--- src/inc/pct_pkg.sv ---
// register map, field positions and reset values of the pulse counter timer
package pct_pkg;
   // register indices; byte address is four times the index
   localparam logic [5:0] IDX_BT_CTRL = 6'h00;
   localparam logic [5:0] IDX_COMMON = 6'h01;
   localparam logic [5:0] IDX_WT_CTRL = 6'h02;
   localparam logic [5:0] IDX_BT_LO_HOLD = 6'h04;
   localparam logic [5:0] IDX_BT_HI_HOLD = 6'h05;
   localparam logic [5:0] IDX_WT_LO_HOLD = 6'h06;
   localparam logic [5:0] IDX_WT_HI_HOLD = 6'h07;
   localparam logic [5:0] IDX_WT_LO_CAP = 6'h08;
   localparam logic [5:0] IDX_WT_HI_CAP = 6'h09;
   localparam logic [5:0] IDX_BT_LO_CAP = 6'h0A;
   localparam logic [5:0] IDX_BT_HI_CAP = 6'h0B;
   localparam logic [5:0] IDX_IRQ_STATUS = 6'h10;
   localparam logic [5:0] IDX_IRQ_CLEAR = 6'h11;
   localparam logic [5:0] IDX_IRQ_ENABLE = 6'h12;
   // timer control fields (byte and word timer share the layout)
   localparam int RUN_BIT = 7;
   localparam int SINGLE_BIT = 6;
   localparam int TOUT_BIT = 5;
   localparam int CLK_HI_BIT = 4;
   localparam int CLK_LO_BIT = 3;
   localparam int CAP_IE_BIT = 2;
   localparam int TOUT_IE_BIT = 1;
   localparam int ROUTE_BIT = 0;
   // common control fields
   localparam int DEMOD_BIT = 7;
   localparam int PIN_SEL_BIT = 5;
   localparam int EDGE_NEG_BIT = 4;
   localparam int FILT_HI_BIT = 3;
   localparam int FILT_LO_BIT = 2;
   localparam int IDLE_LVL_BIT = 1;
   // interrupt status bits
   localparam int IRQ_BT_TOUT = 0;
   localparam int IRQ_BT_CAP = 1;
   localparam int IRQ_WT_TOUT = 2;
   // reset values
   localparam logic [7:0] CTRL_RESET = 8'h00;
   localparam logic [7:0] HOLD_RESET = 8'h00;
   localparam logic [2:0] IRQ_RESET = 3'h0;
   // glitch filter least widths in pclk cycles for selections 00..11
   localparam logic [4:0] FILT_W0 = 5'h01;
   localparam logic [4:0] FILT_W1 = 5'h04;
   localparam logic [4:0] FILT_W2 = 5'h08;
   localparam logic [4:0] FILT_W3 = 5'h10;
   localparam logic [7:0] BT_TERMINAL_UP = 8'hFF;
endpackage : pct_pkg

--- src/verilog/pct_timer.sv ---
// pulse counter timer: byte timer, word timer, captures, edge input, APB registers
// Function
// control bit 7 starts, stops, reads run
// bit 6 picks reload or single pass
// bit 5 timeout flag, write one clears
// software clears timeout before using timers
// bits 4:3 divide clock by 1,2,4,8
// bit 2 enables capture interrupt
// bit 1 enables timeout interrupt
// bit 0 routes byte output to pin
// first prescaled tick may be short
// read-modify-write must not write back flags
// byte high/low capture registers, read only
// word capture bytes, read only
// word timer hold bytes, read/write
// byte timer high/low hold registers
// edge detector, pin and polarity select
// glitch filter drops narrow pulses
// idle byte output is inverse of D1
// word timeout interrupt when masked in
// word pin carries timer or port
//
// Design decision made here: the APB interface to the registers.
`timescale 1ns/100ps
module pct_timer (
   // clock and reset
   input wire logic pclk,
   input wire logic presetn,
   // apb
   input wire logic psel,
   input wire logic penable,
   input wire logic pwrite,
   input wire logic [7:0] paddr,
   input wire logic [31:0] pwdata,
   output logic [31:0] prdata,
   output logic pready,
   output logic pslverr,
   // pins
   input wire logic edge_input_pin_a,
   input wire logic edge_input_pin_b,
   input wire logic byte_port_data,
   input wire logic word_port_data,
   output logic byte_timer_pin,
   output logic word_timer_pin,
   // interrupt
   output logic irq
);
   logic bt_run_r, bt_single_r, bt_tout_r, bt_cap_ie_r, bt_tout_ie_r, byte_pin_route_r;
   logic [1:0] byte_prescale_select_r;
   logic wt_run_r, wt_single_r, wt_tout_r, wt_tout_ie_r, word_pin_route_r;
   logic [7:0] common_r;
   logic [7:0] bt_lo_hold_r, bt_hi_hold_r, wt_lo_hold_r, wt_hi_hold_r;
   logic [7:0] bt_lo_cap_r, bt_hi_cap_r;
   logic [15:0] wt_cap_r;
   logic [7:0] bt_cnt_r;
   logic [15:0] wt_cnt_r;
   logic bt_out_r, wt_out_r;
   logic [2:0] presc_r;
   logic [2:0] irq_stat_r, irq_en_r, irq_set;
   logic [31:0] prdata_r;
   logic pslverr_r;
   logic wr, rd_setup, addr_ok;
   logic [5:0] idx;
   logic tick, demod, bt_term, wt_term, edge_pulse, edge_level, bt_cap_ev;

   assign idx = paddr[7:2];
   assign wr = psel && penable && pwrite;
   assign rd_setup = psel && !penable;
   assign demod = common_r[pct_pkg::DEMOD_BIT];
   // slave never stalls; read data is captured in the setup cycle
   assign pready = 1'b1;
   assign prdata = prdata_r;
   assign pslverr = pslverr_r;

   always_comb begin
      addr_ok = (paddr[1:0] == 2'h0);
      unique case (idx)
         pct_pkg::IDX_BT_CTRL, pct_pkg::IDX_COMMON, pct_pkg::IDX_WT_CTRL,
         pct_pkg::IDX_BT_LO_HOLD, pct_pkg::IDX_BT_HI_HOLD, pct_pkg::IDX_WT_LO_HOLD,
         pct_pkg::IDX_WT_HI_HOLD, pct_pkg::IDX_WT_LO_CAP, pct_pkg::IDX_WT_HI_CAP,
         pct_pkg::IDX_BT_LO_CAP, pct_pkg::IDX_BT_HI_CAP, pct_pkg::IDX_IRQ_STATUS,
         pct_pkg::IDX_IRQ_CLEAR, pct_pkg::IDX_IRQ_ENABLE: ;
         default: addr_ok = 1'b0;
      endcase
   end

   always_ff @(posedge pclk or negedge presetn) begin
      if (!presetn) begin
         prdata_r <= 32'h0000_0000;
         pslverr_r <= 1'b0;
      end else if (rd_setup) begin
         pslverr_r <= !addr_ok;
         prdata_r <= 32'h0000_0000;
         unique case (idx)
            pct_pkg::IDX_BT_CTRL: prdata_r[7:0] <= {bt_run_r, bt_single_r, bt_tout_r,
               byte_prescale_select_r, bt_cap_ie_r, bt_tout_ie_r, byte_pin_route_r};
            pct_pkg::IDX_COMMON: prdata_r[7:0] <= common_r;
            pct_pkg::IDX_WT_CTRL: prdata_r[7:0] <= {wt_run_r, wt_single_r, wt_tout_r,
               3'h0, wt_tout_ie_r, word_pin_route_r};
            pct_pkg::IDX_BT_LO_HOLD: prdata_r[7:0] <= bt_lo_hold_r;
            pct_pkg::IDX_BT_HI_HOLD: prdata_r[7:0] <= bt_hi_hold_r;
            pct_pkg::IDX_WT_LO_HOLD: prdata_r[7:0] <= wt_lo_hold_r;
            pct_pkg::IDX_WT_HI_HOLD: prdata_r[7:0] <= wt_hi_hold_r;
            pct_pkg::IDX_WT_LO_CAP: prdata_r[7:0] <= wt_cap_r[7:0];
            pct_pkg::IDX_WT_HI_CAP: prdata_r[7:0] <= wt_cap_r[15:8];
            pct_pkg::IDX_BT_LO_CAP: prdata_r[7:0] <= bt_lo_cap_r;
            pct_pkg::IDX_BT_HI_CAP: prdata_r[7:0] <= bt_hi_cap_r;
            pct_pkg::IDX_IRQ_STATUS: prdata_r[2:0] <= irq_stat_r;
            pct_pkg::IDX_IRQ_ENABLE: prdata_r[2:0] <= irq_en_r;
            default: prdata_r <= 32'h0000_0000;
         endcase
      end
   end

   // control registers; a terminal count in single pass clears run unless software writes it
   always_ff @(posedge pclk or negedge presetn) begin
      if (!presetn) begin
         bt_run_r <= 1'b0;
         bt_single_r <= 1'b0;
         byte_prescale_select_r <= 2'h0;
         bt_cap_ie_r <= 1'b0;
         bt_tout_ie_r <= 1'b0;
         byte_pin_route_r <= 1'b0;
      end else if (wr && addr_ok && idx == pct_pkg::IDX_BT_CTRL) begin
         bt_run_r <= pwdata[pct_pkg::RUN_BIT];
         bt_single_r <= pwdata[pct_pkg::SINGLE_BIT];
         byte_prescale_select_r <= pwdata[pct_pkg::CLK_HI_BIT:pct_pkg::CLK_LO_BIT];
         bt_cap_ie_r <= pwdata[pct_pkg::CAP_IE_BIT];
         bt_tout_ie_r <= pwdata[pct_pkg::TOUT_IE_BIT];
         byte_pin_route_r <= pwdata[pct_pkg::ROUTE_BIT];
      end else if (bt_term && bt_single_r) begin
         bt_run_r <= 1'b0;
      end
   end

   always_ff @(posedge pclk or negedge presetn) begin
      if (!presetn) begin
         wt_run_r <= 1'b0;
         wt_single_r <= 1'b0;
         wt_tout_ie_r <= 1'b0;
         word_pin_route_r <= 1'b0;
      end else if (wr && addr_ok && idx == pct_pkg::IDX_WT_CTRL) begin
         wt_run_r <= pwdata[pct_pkg::RUN_BIT];
         wt_single_r <= pwdata[pct_pkg::SINGLE_BIT];
         wt_tout_ie_r <= pwdata[pct_pkg::TOUT_IE_BIT];
         word_pin_route_r <= pwdata[pct_pkg::ROUTE_BIT];
      end else if (wt_term && wt_single_r) begin
         wt_run_r <= 1'b0;
      end
   end

   // timeout flags: terminal count wins over a write-one clear (software must not write back a read 1)
   always_ff @(posedge pclk or negedge presetn) begin
      if (!presetn) begin
         bt_tout_r <= 1'b0;
         wt_tout_r <= 1'b0;
      end else begin
         if (bt_term) begin
            bt_tout_r <= 1'b1;
         end else if (wr && addr_ok && idx == pct_pkg::IDX_BT_CTRL && pwdata[pct_pkg::TOUT_BIT]) begin
            bt_tout_r <= 1'b0;
         end
         if (wt_term) begin
            wt_tout_r <= 1'b1;
         end else if (wr && addr_ok && idx == pct_pkg::IDX_WT_CTRL && pwdata[pct_pkg::TOUT_BIT]) begin
            wt_tout_r <= 1'b0;
         end
      end
   end

   always_ff @(posedge pclk or negedge presetn) begin
      if (!presetn) begin
         common_r <= pct_pkg::CTRL_RESET;
         bt_lo_hold_r <= pct_pkg::HOLD_RESET;
         bt_hi_hold_r <= pct_pkg::HOLD_RESET;
         wt_lo_hold_r <= pct_pkg::HOLD_RESET;
         wt_hi_hold_r <= pct_pkg::HOLD_RESET;
         irq_en_r <= pct_pkg::IRQ_RESET;
      end else if (wr && addr_ok) begin
         unique case (idx)
            pct_pkg::IDX_COMMON: common_r <= pwdata[7:0];
            pct_pkg::IDX_BT_LO_HOLD: bt_lo_hold_r <= pwdata[7:0];
            pct_pkg::IDX_BT_HI_HOLD: bt_hi_hold_r <= pwdata[7:0];
            pct_pkg::IDX_WT_LO_HOLD: wt_lo_hold_r <= pwdata[7:0];
            pct_pkg::IDX_WT_HI_HOLD: wt_hi_hold_r <= pwdata[7:0];
            pct_pkg::IDX_IRQ_ENABLE: irq_en_r <= pwdata[2:0];
            default: ;
         endcase
      end
   end

   // prescaler runs free, so the first tick after enable lands anywhere in its cycle
   always_ff @(posedge pclk or negedge presetn) begin
      if (!presetn) begin
         presc_r <= 3'h0;
      end else begin
         presc_r <= presc_r + 3'h1;
      end
   end

   always_comb begin
      unique case (byte_prescale_select_r)
         2'h0: tick = 1'b1;
         2'h1: tick = presc_r[0];
         2'h2: tick = &presc_r[1:0];
         2'h3: tick = &presc_r;
      endcase
   end

   pct_edge_filter u_edge (
      .pclk(pclk),
      .presetn(presetn),
      .edge_input_pin_a(edge_input_pin_a),
      .edge_input_pin_b(edge_input_pin_b),
      .pin_sel(common_r[pct_pkg::PIN_SEL_BIT]),
      .edge_neg(common_r[pct_pkg::EDGE_NEG_BIT]),
      .width_sel(common_r[pct_pkg::FILT_HI_BIT:pct_pkg::FILT_LO_BIT]),
      .level(edge_level),
      .edge_pulse(edge_pulse)
   );

   // byte timer: transmit counts down through the hold values, demodulation counts up between edges
   assign bt_term = bt_run_r && tick && !(demod && edge_pulse)
      && (bt_cnt_r == (demod ? pct_pkg::BT_TERMINAL_UP : 8'h00));
   assign bt_cap_ev = bt_run_r && demod && edge_pulse;

   always_ff @(posedge pclk or negedge presetn) begin
      if (!presetn) begin
         bt_cnt_r <= 8'h00;
      end else if (!bt_run_r) begin
         bt_cnt_r <= demod ? 8'h00 : (common_r[pct_pkg::IDLE_LVL_BIT] ? bt_lo_hold_r : bt_hi_hold_r);
      end else if (bt_cap_ev) begin
         bt_cnt_r <= 8'h00;
      end else if (tick) begin
         if (demod) begin
            bt_cnt_r <= bt_cnt_r + 8'h01;
         end else if (bt_cnt_r == 8'h00) begin
            bt_cnt_r <= bt_out_r ? bt_lo_hold_r : bt_hi_hold_r;
         end else begin
            bt_cnt_r <= bt_cnt_r - 8'h01;
         end
      end
   end

   always_ff @(posedge pclk or negedge presetn) begin
      if (!presetn) begin
         bt_out_r <= 1'b1;
      end else if (!bt_run_r) begin
         bt_out_r <= !common_r[pct_pkg::IDLE_LVL_BIT];
      end else if (bt_term && !demod) begin
         bt_out_r <= !bt_out_r;
      end
   end

   // edge after a high stretch lands in the high capture, after a low stretch in the low one
   always_ff @(posedge pclk or negedge presetn) begin
      if (!presetn) begin
         bt_lo_cap_r <= 8'h00;
         bt_hi_cap_r <= 8'h00;
      end else if (bt_cap_ev) begin
         if (edge_level) begin
            bt_lo_cap_r <= bt_cnt_r;
         end else begin
            bt_hi_cap_r <= bt_cnt_r;
         end
      end
   end

   // word timer counts pclk down from its hold; an edge in demodulation snapshots it
   assign wt_term = wt_run_r && (wt_cnt_r == 16'h0000);

   always_ff @(posedge pclk or negedge presetn) begin
      if (!presetn) begin
         wt_cnt_r <= 16'h0000;
         wt_out_r <= 1'b0;
      end else if (!wt_run_r) begin
         wt_cnt_r <= {wt_hi_hold_r, wt_lo_hold_r};
      end else if (wt_term) begin
         wt_cnt_r <= {wt_hi_hold_r, wt_lo_hold_r};
         wt_out_r <= !wt_out_r;
      end else begin
         wt_cnt_r <= wt_cnt_r - 16'h0001;
      end
   end

   always_ff @(posedge pclk or negedge presetn) begin
      if (!presetn) begin
         wt_cap_r <= 16'h0000;
      end else if (wt_run_r && demod && edge_pulse) begin
         wt_cap_r <= wt_cnt_r;
      end
   end

   assign byte_timer_pin = byte_pin_route_r ? bt_out_r : byte_port_data;
   assign word_timer_pin = word_pin_route_r ? wt_out_r : word_port_data;

   // interrupt status: sticky, set wins over the clear register
   always_comb begin
      irq_set = 3'h0;
      irq_set[pct_pkg::IRQ_BT_TOUT] = bt_term && bt_tout_ie_r;
      irq_set[pct_pkg::IRQ_BT_CAP] = bt_cap_ev && bt_cap_ie_r;
      irq_set[pct_pkg::IRQ_WT_TOUT] = wt_term && wt_tout_ie_r;
   end

   always_ff @(posedge pclk or negedge presetn) begin
      if (!presetn) begin
         irq_stat_r <= pct_pkg::IRQ_RESET;
      end else if (wr && addr_ok && idx == pct_pkg::IDX_IRQ_CLEAR) begin
         irq_stat_r <= (irq_stat_r & ~pwdata[2:0]) | irq_set;
      end else begin
         irq_stat_r <= irq_stat_r | irq_set;
      end
   end

   assign irq = |(irq_stat_r & irq_en_r);
endmodule : pct_timer

--- src/verilog/pct_edge_filter.sv ---
// input synchroniser, glitch filter and edge detector
`timescale 1ns/100ps
module pct_edge_filter (
   // clock and reset
   input wire logic pclk,
   input wire logic presetn,
   // pins
   input wire logic edge_input_pin_a,
   input wire logic edge_input_pin_b,
   // selection
   input wire logic pin_sel,
   input wire logic edge_neg,
   input wire logic [1:0] width_sel,
   // results
   output logic level,
   output logic edge_pulse
);
   logic [1:0] sync_a_r;
   logic [1:0] sync_b_r;
   logic [4:0] run_r;
   logic [4:0] width;
   logic raw;
   logic level_r;
   logic pulse_r;

   // two flops per pin before anything looks at them
   always_ff @(posedge pclk or negedge presetn) begin
      if (!presetn) begin
         sync_a_r <= 2'h0;
         sync_b_r <= 2'h0;
      end else begin
         sync_a_r <= {sync_a_r[0], edge_input_pin_a};
         sync_b_r <= {sync_b_r[0], edge_input_pin_b};
      end
   end

   assign raw = pin_sel ? sync_b_r[1] : sync_a_r[1];

   always_comb begin
      unique case (width_sel)
         2'h0: width = pct_pkg::FILT_W0;
         2'h1: width = pct_pkg::FILT_W1;
         2'h2: width = pct_pkg::FILT_W2;
         2'h3: width = pct_pkg::FILT_W3;
      endcase
   end

   // a new level is accepted only after it has stood for the chosen width
   always_ff @(posedge pclk or negedge presetn) begin
      if (!presetn) begin
         run_r <= 5'h00;
         level_r <= 1'b0;
      end else if (raw == level_r) begin
         run_r <= 5'h00;
      end else if (run_r + 5'h01 >= width) begin
         run_r <= 5'h00;
         level_r <= raw;
      end else begin
         run_r <= run_r + 5'h01;
      end
   end

   always_ff @(posedge pclk or negedge presetn) begin
      if (!presetn) begin
         pulse_r <= 1'b0;
      end else begin
         pulse_r <= (raw != level_r) && (run_r + 5'h01 >= width) && (raw != edge_neg);
      end
   end

   assign level = level_r;
   assign edge_pulse = pulse_r;
endmodule : pct_edge_filter

--- config.mk ---
export PLATFORM = sky130hd
export DESIGN_NAME = pct_timer
export DESIGN_NICKNAME = d
export VERILOG_FILES = /design/src/inc/pct_pkg.sv /design/src/verilog/pct_timer.sv /design/src/verilog/pct_edge_filter.sv
export SDC_FILE = /design/constraint.sdc
export NUM_CORES = 1
export LEC_CHECK = 0
export BUFFER_PORTS_ARGS = -buffer_cell sky130_fd_sc_hd__clkbuf_2
export CAP_MARGIN = 20
export CORE_MARGIN = 4
export CORE_UTILIZATION = 39
export DETAILED_ROUTE_END_ITERATION = 6
export GPL_TIMING_DRIVEN = 1
export SYNTH_ARGS = -nofsm -noshare
export SYNTH_HDL_FRONTEND = slang
export SYNTH_SLANG_ARGS = --single-unit
--- constraint.sdc ---
create_clock -name pclk -period 2.9 [get_ports pclk]
set_input_delay 0.29 -clock pclk [delete_from_list [all_inputs] [get_ports pclk]]
set_output_delay 0.29 -clock pclk [all_outputs]
set_load 0.1 [all_outputs]
==> results of run 1 <==
-- state kept, by name (all words and copies together), names as in the netlist, 2 cells and up --
register                cells
u_edge.run_r                5
presc_r                     3
irq_en_r                    3
wt_lo_hold_r                8
wt_cap_r                   16
bt_hi_hold_r                8
bt_cnt_r                    8
bt_hi_cap_r                 8
bt_lo_cap_r                 8
prdata                      8
byte_prescale_select_r      2
wt_cnt_r                   16
u_edge.sync_b_r             2
bt_lo_hold_r                8
irq_stat_r                  3
common_r                    8
wt_hi_hold_r                8
u_edge.sync_a_r             2
-- power by group through the flow --
stage | sequential, mW | combinational (mW) | clock, mW
floorplan | 2.02 | 0.266 | 0
global placement | 2.02 | 0.344 | 0
global route | 1.98 | 0.373 | 2.26
finish | 1.98 | 0.351 | 2.13
CTS | 1.98 | 0.352 | 2.17
detailed placement | 2.02 | 0.347 | 0
-- metal layers --
layer  up-vias  part of all wire [%]
met5         -                     0
met4         0                   2.3
met3        32                   5.4
met2       205                    48
met1      2808                    44
li1       2557                     -
-- cell families (layout without fill, tap and decap cells) --
group / after synthesis / in the layout / share of synthesized area (%)
buffers and inverters: 77 / 100 / 5.32
XOR/XNOR: 25 / 25 / 2.93
AND/OR/NAND/NOR: 187 / 187 / 13.3
other: 2 / 25 / 0.100
AO/OA/AOI/OAI: 140 / 140 / 12.9
adder cells (fa/ha/maj): 12 / 12 / 2.01
multiplexers: 114 / 114 / 16.6
flip-flops: 140 / 140 / 46.8
-- cell usage after synthesis, drive strengths merged (2+ instances only) --
cell and n:
dfrtp 139, mux2 82, nand2 50, buf 36
nor2 35, o21ai 34, mux2i 32, clkbuf 30
a22oi 24, a21oi 20, nand3 17, nor3 16
nor2b 15, xnor2 15, ha 12, and2 11
inv 11, xor2 10, a21o 9, a31oi 6
a222oi 5, nand2b 5, nand4 5, nor4 5
o22ai 5, or3 5, a21boi 4, nor3b 4
nor4b 4, o41ai 4, a211o 3, a221o 3
a22o 3, o22a 3, o31a 3, o32a 3
or2 3, and3 2, conb 2, nand3b 2
o31ai 2, o32ai 2, or4b 2
-- metrics by stage --
| stage | hold slack (ns) | setup WS [ns] | area [um^2] | power, mW |
|---|---|---|---|---|
| 4_1_cts | 0.221 | 0.541 | 8480 | 4.50 |
| 6_report | 0.246 | 0.542 | 8480 | 4.46 |
| 3_3_place_gp | 0.336 | 0.356 | 7850 | 2.36 |
| 5_1_grt | 0.236 | 0.377 | 8480 | 4.62 |
| 3_5_place_dp | 0.340 | 0.304 | 7850 | 2.37 |
| 2_1_floorplan | -0.00559 | 0.736 | 7570 | 2.29 |
-- final timing paths --
check,from,to,depth (start not counted)
worst max-delay path,bt_cnt_r[3],bt_cnt_r[4],5
min in group asynchronous,presetn,irq_en_r[1],2
worst min-delay path,pwdata[4],byte_prescale_select_r[1],2
worst min register to register,u_edge.sync_a_r[0],u_edge.sync_a_r[1],0
worst max register to register,bt_cnt_r[3],bt_cnt_r[4],5
max in group asynchronous,presetn,wt_cap_r[7],3
-- area by class of cell --
class                      instances  area, um^2
clock buffer                      27         543
clock inverter                     5        52.6
sequential                       140        3500
inverter                          11        41.3
fill                            1801       10300
timing repair buffer              57         364
tap                              234         293
multi-input combinational        503        3680
-- worst max-delay path, stage by stage, from the launching register on --
cell and delay, ns:
dfrtp_1 0.51, nor4_1 0.69, and3_1 0.44, mux2i_1 0.22, o21ai_0 0.08, o31a_1 0.30
==> results.py, run 1 <==
metrics = {
    "worst_setup_path": {
        "cp-start-kind": "flip-flop",
        "critical_path.endpoint_type": "flip-flop",
        "critPathMaxFanout": 11,
        "arrival_ns": 2.66,
        "setup.worst_path.class": "reg -> reg",
        "required_ns": 3.20,
        "rrSetupSlack_ns": 0.54,
    },
    "final_layout": {
        "area_growth_syn_to_layout_pct": 13.3,
        "finish.utilization_pct": 45.2,
        "final_nets": 791,
        "diodes": 0,
        "final_cell_mix": "dfrtp_1, mux2_2, nand2_1",
        "final_common_cell": "dfrtp_1",
        "layout-drive-gt1-share_pct": 23.6,
        "final_cells": 977,
    },
    "placed_design": {
        "io_buffers": 36,
        "gp_congestion": 0.909,
        "place_inst": 942,
        "dp.final_hpwl_um": 14600,
    },
    "grt": {
        "busiest_layer": "met2",
        "grtUsageMet3_pct": 3.29,
        "use_met2_pct": 30.2,
        "grt_pass1_wl_um": 31200,
        "antenna_found_initial": 0,
        "grt_pass1_vias": 5546,
        "grt_usage_pct": 18.5,
        "overflow": 0,
        "grt_max_degree": 77,
        "use_met1_pct": 24.8,
    },
    "cts": {
        "cts_resized": 0,
        "clk_pin_slew_ns": 0.06,
        "insertion_delay_ns": 0.42,
        "cts-root-buf": "clkbuf_16",
        "cts_buffer_depth": 2,
        "cts_buffers": 17,
        "htreeDepth": 4,
        "tritoncts": "yes",
        "hold_buffers": 3,
        "cts.sinks": 140,
        "postCtsSetupBuffers": 0,
    },
    "power_and_ir_drop": {
        "p_switching_mw": 1.07,
        "p_sw_share_pct": 24.0,
        "leakage_nw": 4.09,
        "pwr-share-clk_pct": 47.7,
        "p_int_mw": 3.39,
        "powerDensity_nw_per_um2": 526,
        "pwr-share-comb_pct": 7.9,
        "p_seq_share_pct": 44.5,
        "peakVddDrop_v": 0.000403,
    },
    "detailed_routing": {
        "drt-total-wl_um": 19700,
        "wire_per_inst_um": 20.1,
        "post-route-drc-count": 0,
        "ant_nets": 0,
        "vias": 5602,
        "drtIter0Drc": 407,
        "vias_per_cell": 5.73,
        "dr.pass1.iters": 6,
    },
    "synth": {
        "synth.top_cell.area_share_pct": 46.5,
        "synth_seq_cells": 140,
        "yosys.area.top_type": "dfrtp_1",
        "yosysSeqAreaShare_pct": 46.8,
        "synth_cell_types": 66,
        "ys_async_sr_fraction_pct": 100,
        "postSynthCellCount": 697,
        "ys_top_cells_by_area": "dfrtp_1, mux2_2, mux2i_1",
        "yosys_warnings": 0,
        "synth_top_flop_cell": "dfrtp_1",
        "syn_area_um2": 7480,
        "synth-edff-count": 0,
        "avgSynthCellArea_um2": 10.7,
    },
    "floorplan": {
        "io_pins": 86,
        "coreArea_um2": 18800,
        "die_x_um": 147,
        "rows": 50,
        "die_y_um": 147,
        "die_area_um2": 21500,
        "start_util_pct": 39.9,
    },
    "run_status": {
        "status": "complete, no violations",
    },
    "timing": {
        "setup_tns_ns": 0,
        "max_freq_mhz": 424,
        "maxSlewHeadroom_pct": 43.0,
        "tightest_slew_ns": 0.855,
        "slew_viol_final": 0,
        "finalClockSkew_ns": 0.00680,
        "hold_viol_final": 0,
        "rsz0062_at_grt": "no",
        "period_minus_slack_ns": 2.36,
        "setup_viol": 0,
        "finalCritPeriodShare_pct": 81.3,
    },
    "worst_hold_path": {
        "hp-class": "in -> reg",
    },
    "job": {
        "max-cap-violations": 0,
    },
}
Note: power is estimated with default switching activity, not from simulation.
==> inputs of run 2 (changes only) <==
==> constraint.sdc (replaced) <==
create_clock -name pclk -period 2.06 [get_ports pclk]
set_input_delay 0.206 -clock pclk [delete_from_list [all_inputs] [get_ports pclk]]
set_output_delay 0.206 -clock pclk [all_outputs]
set_load 0.1 [all_outputs]
==> run 2 against run 1 <==
  * Setup slack worse by 0.51 ns
  * Critical path depth increased by 2
  * Clock-buffer cell count is 7 lower
  * Power up 48%
  * Largest power group unchanged
==> results.py, run 2 (synthesized netlist as in run 1, its figures left out) <==
metrics = {
    "timing": {
        "maxSlewHeadroom_pct": 61.4,
        "hold_viol_final": 0,
        "tightest_slew_ns": 0.580,
        "setup_slack_ns": 0.0320,
        "rsz0062_at_grt": "yes",
        "period_minus_slack_ns": 2.03,
        "slew_viol_final": 0,
        "setup_viol": 0,
        "setup_tns_ns": 0,
        "finalClockSkew_ns": 0.00622,
        "finalCritPeriodShare_pct": 98.4,
        "max_freq_mhz": 493,
    },
    "grt": {
        "grt_usage_pct": 20.3,
        "antenna_found_initial": 0,
        "grt_pass1_wl_um": 34100,
        "grt_pass1_vias": 5974,
        "overflow": 0,
        "grt_max_degree": 61,
    },
    "cts": {
        "cts_buffer_depth": 2,
        "insertion_delay_ns": 0.41,
        "htreeDepth": 4,
        "cts_buffers": 17,
        "tritoncts": "yes",
        "cts-root-buf": "clkbuf_16",
        "clk_pin_slew_ns": 0.06,
        "cts.sinks": 140,
    },
    "floorplan": {
        "die_y_um": 147,
        "die_area_um2": 21500,
        "die_x_um": 147,
        "rows": 50,
        "start_util_pct": 39.9,
        "coreArea_um2": 18800,
        "io_pins": 86,
    },
    "worst_setup_path": {
        "slowest_delay_ns": 0.39,
        "critPathMostFrequentCell": "or3_4",
        "arrival_ns": 2.33,
        "cp.depth": 7,
        "crit_buf_inv": 2,
        "rrSetupSlack_ns": 0.03,
        "crit_family": "simple AND/OR/NAND/NOR gates",
        "worstRegToRegCells": 7,
        "path_cells": "or3_4 -> or3_4 -> o41ai_4 -> buf_4 -> buf_12 -> a21oi_2 -> a21o_1",
        "critical_path.endpoint_type": "flip-flop",
        "critPathMaxFanout": 8,
        "cp-start-kind": "flip-flop",
        "required_ns": 2.36,
        "worstReg2RegStart": "wt_cnt_r[10]",
        "worstReg2RegEnd": "wt_cnt_r[3]",
        "setup.worst_path.class": "reg -> reg",
        "cpMaxStageDelayCell": "or3_4",
    },
    "detailed_routing": {
        "ant_nets": 0,
        "vias_per_cell": 5.60,
        "vias": 5908,
        "drtIter0Drc": 395,
        "wire_per_inst_um": 20.4,
        "post-route-drc-count": 0,
        "met1Wirelength_um": 9880,
        "wl_met3_um": 961,
        "dr.pass1.iters": 5,
        "dr_wl_met2_um": 10400,
        "routed.top_layer": "met4",
        "drt-total-wl_um": 21600,
    },
    "final_layout": {
        "layout-drive-gt1-share_pct": 32.3,
        "diodes": 0,
        "fillers": 1684,
        "final_nets": 869,
        "area_growth_syn_to_layout_pct": 23.6,
        "final_cell_mix": "dfrtp_1, buf_4, mux2_2",
        "final_cells": 1055,
        "design_area_um2": 9250,
        "largestRegisters": "wt_cap_r: 16 flops, wt_cnt_r: 16 flops",
        "final_common_cell": "dfrtp_1",
    },
    "placed_design": {
        "dpl-instance-area_um2": 8430,
        "place_inst": 1012,
        "dp_slack_ns": -0.0684,
        "dp.final_hpwl_um": 16300,
        "gp_congestion": 0.950,
        "io_buffers": 36,
    },
    "power_and_ir_drop": {
        "leakage_nw": 4.53,
        "pwr-share-comb_pct": 8.5,
        "powerDensity_nw_per_um2": 712,
        "p_switching_mw": 1.60,
        "power_mw": 6.58,
        "peakVddDrop_v": 0.000633,
        "p_sw_share_pct": 24.3,
        "p_seq_share_pct": 42.4,
        "pwr-share-clk_pct": 49.2,
        "p_int_mw": 4.98,
    },
    "worst_hold_path": {
        "hold_depth": 2,
        "hold_end": "bt_hi_hold_r[3]",
        "worstHoldStart": "pwdata[3]",
        "hp-class": "in -> reg",
    },
    "job": {
        "max-cap-violations": 0,
    },
    "run_status": {
        "status": "complete, no violations",
    },
}
-- run 2: worst max-delay path by stage --
| stage | endpoint | startpoint |
|---|---|---|
| floorplan | wt_lo_hold_r[0] | paddr[4] |
| global placement | common_r[2] | paddr[4] |
| detailed placement | common_r[4] | paddr[4] |
| CTS | u_edge.run_r[2] | common_r[3] |
| global route | wt_cnt_r[3] | wt_cnt_r[10] |
| finish | wt_cnt_r[3] | wt_cnt_r[10] |
-- run 2: layout make-up --
class                           instances  area [um^2]  share of cell area [%]
Clock buffer                           20          457                    4.94
Clock inverter                         12          169                    1.83
Tap cell                              234          293                    3.17
Sequential cell                       140         3500                    37.9
Timing Repair Buffer                  135         1020                    11.1
Inverter                               11         41.3                   0.447
Multi-Input combinational cell        503         3760                    40.6
-- run 2: metrics by stage --
stage                     utilization (%)  hold slack, ns
after global routing                 49.3           0.136
after detailed placement             44.9           0.231
after global placement               44.9           0.224
after CTS                            48.8           0.121
final                                49.3           0.141
after floorplan                         -         -0.0896
-- run 2: repair_timing --
item                                    4_1_cts  5_1_grt
endpoints found under the setup margin        9       24
buffers inserted                              4        2
hold buffers                                  3        0
endpoints found under the hold margin        56        0
pin swaps                                     2        8
cloned                                        2        1
gates resized for setup                       2       15
-- run 2: power by group through the flow --
stage	clock (mW)	sequential, mW	combinational (mW)
after detailed placement	0	2.84	0.548
after global routing	3.43	2.79	0.592
after CTS	3.28	2.79	0.556
after floorplan	0	2.85	0.375
after global placement	0	2.84	0.541
final	3.24	2.79	0.558
-- run 2: worst reg2reg max path, cell delays in order (launching register included) --
cell and delay [ns]:
dfrtp_1 0.38, or3_4 0.39, or3_4 0.38, o41ai_4 0.24, buf_4 0.20, buf_12 0.13
a21oi_2 0.04, a21o_1 0.16
-- run 2: layer usage --
metal / global-route usage, % / up-vias
met2: 32.9 / 170
li1: - / 2714
met5: 0 / -
met1: 28.0 / 2996
met3: 3.45 / 28
met4: 6.30 / 0
==> inputs of run 3 (changes only) <==
--- a/config.mk
+++ b/config.mk
@@ -8,7 +8,7 @@
 export BUFFER_PORTS_ARGS = -buffer_cell sky130_fd_sc_hd__clkbuf_2
 export CAP_MARGIN = 20
 export CORE_MARGIN = 4
-export CORE_UTILIZATION = 39
+export CORE_UTILIZATION = 30
 export DETAILED_ROUTE_END_ITERATION = 6
 export GPL_TIMING_DRIVEN = 1
 export SYNTH_ARGS = -nofsm -noshare
==> run 3 against run 2 <==
  * The run now ends with negative setup slack left
  * Core utilization fell by 11 points
  * Die area rose by 28%
  * Setup slack got worse by 0.068 ns
  * Combinational power decreased by 1%
  * Largest power group unchanged
  * Highest routed layer unchanged
==> results.py, run 3 (synthesized netlist as in run 1, its figures left out) <==
metrics = {
    "run_status": {
        "status": "complete, but fails checks",
        "violations": "negative setup slack",
    },
    "cts": {
        "cts_buffer_depth": 2,
        "cts.sinks": 140,
        "tritoncts": "yes",
        "insertion_delay_ns": 0.43,
        "clk_pin_slew_ns": 0.06,
        "cts-root-buf": "clkbuf_16",
        "cts_buffers": 17,
        "htreeDepth": 4,
    },
    "grt": {
        "overflow": 0,
        "grt_usage_pct": 15.4,
        "use_met1_pct": 21.9,
        "grt_pass1_vias": 5949,
        "grt_max_degree": 49,
        "use_met2_pct": 23.4,
        "busiest_layer": "met2",
        "antenna_found_initial": 0,
        "grtUsageMet3_pct": 3.67,
        "grt_pass1_wl_um": 33600,
    },
    "detailed_routing": {
        "dr.pass1.iters": 5,
        "post-route-drc-count": 0,
        "wire_per_inst_um": 18.5,
        "drt-total-wl_um": 21100,
        "drtIter0Drc": 474,
        "ant_nets": 0,
        "vias": 5887,
        "vias_per_cell": 5.15,
    },
    "final_layout": {
        "multi_input_area_um2": 3760,
        "area_growth_syn_to_layout_pct": 25.0,
        "final_common_cell": "dfrtp_1",
        "largestRegisters": "wt_cap_r: 16 flops, wt_cnt_r: 16 flops",
        "diodes": 0,
        "fillers": 2367,
        "layout-drive-gt1-share_pct": 32.6,
        "final_nets": 867,
        "design_area_um2": 9350,
        "final_cells": 1143,
        "finish.utilization_pct": 38.2,
        "final_cell_mix": "dfrtp_1, buf_4, mux2_2",
        "regArea_um2": 3500,
    },
    "timing": {
        "slew_viol_final": 0,
        "setup_slack_ns": -0.0359,
        "hold_viol_final": 0,
        "holdWs_ns": 0.149,
        "max_freq_mhz": 477,
        "finalClockSkew_ns": 0.0130,
        "rsz0062_at_grt": "yes",
        "setup_viol": 8,
        "tightest_slew_ns": 0.616,
        "period_minus_slack_ns": 2.10,
        "maxSlewHeadroom_pct": 58.9,
        "finalCritPeriodShare_pct": 102,
    },
    "placed_design": {
        "io_buffers": 36,
        "gp_congestion": 0.897,
        "dp.final_hpwl_um": 15900,
        "dpl-instance-area_um2": 8590,
        "place_inst": 1102,
    },
    "floorplan": {
        "die_y_um": 166,
        "die_area_um2": 27500,
        "start_util_pct": 30.6,
        "coreArea_um2": 24500,
        "io_pins": 86,
        "rows": 57,
        "die_x_um": 166,
    },
    "worst_setup_path": {
        "setup.worst_path.class": "reg -> reg",
        "cp.depth": 6,
        "crit_buf_inv": 2,
        "arrival_ns": 2.39,
        "startpoint": "wt_cnt_r[10]",
        "required_ns": 2.35,
        "critical_path.endpoint_type": "flip-flop",
        "cpMaxStageDelayCell": "or3_4",
        "worstReg2RegEnd": "wt_cnt_r[2]",
        "crit_end": "wt_cnt_r[2]",
        "slowest_delay_ns": 0.41,
        "worstRegToRegCells": 6,
        "worstReg2RegStart": "wt_cnt_r[10]",
        "rrSetupSlack_ns": -0.04,
        "cp-start-kind": "flip-flop",
        "path_cells": "or3_4 -> or3_4 -> o41ai_4 -> buf_12 -> buf_12 -> o21ai_0",
        "critPathMaxFanout": 11,
        "crit_family": "simple AND/OR/NAND/NOR gates",
    },
    "job": {
        "max-cap-violations": 0,
    },
    "power_and_ir_drop": {
        "powerDensity_nw_per_um2": 691,
        "leakage_nw": 4.50,
        "peakVddDrop_v": 0.000461,
        "power_mw": 6.46,
    },
    "worst_hold_path": {
        "hp-class": "in -> reg",
    },
}
run 3: worst min-delay path, stage by stage:
cell	delay, ns
clkbuf_2	0.18
nand2_1	0.07
o21ai_0	0.07
run 3: worst min-delay path by stage:
stage | depth (start not counted) | startpoint | to
after floorplan | 0 | presetn | bt_cap_ie_r
after global placement | 1 | presetn | wt_cap_r[3]
after detailed placement | 1 | presetn | presc_r[1]
after CTS | 3 | pwdata[7] | bt_run_r
after global routing | 3 | pwdata[7] | bt_run_r
final | 3 | pwdata[7] | bt_run_r
run 3: layout make-up:
type                            count  share of cell area [%]
Clock buffer                       19                    4.63
Clock inverter                     13                    1.79
Inverter                           11                   0.442
Multi-Input combinational cell    503                    40.2
Sequential cell                   140                    37.5
Tap cell                          324                    4.34
Timing Repair Buffer              133                    11.2
run 3: layer usage:
metal	part of all wire [%]	vias to the layer above
met2	45	198
met3	5.0	28
met4	2.0	0
li1	-	2716
met5	0	-
met1	48	2945
run 3: through the flow:
step                      TNS, ns  worst slack, ns
after floorplan           -0.0604         -0.00377
after global placement     -0.236          -0.0340
after detailed placement   -0.603          -0.0638
after CTS                       0           0.0301
after global routing       -0.979           -0.121
final                      -0.142          -0.0359
run 3: where the power goes:
part	internal [mW]	total, mW	switching [mW]
Combinational	0.126	0.552	0.426
Sequential	2.77	2.79	0.0185
Clock	1.91	3.12	1.21
Total	4.80	6.46	1.66
run 3: timing repair:
item	CTS	global route
gates resized for setup	3	22
hold endpoints to repair	46	0
hold buffers	3	0
gates cloned	1	1
pin swaps	6	4
setup endpoints to repair	14	26
buffers inserted	0	4
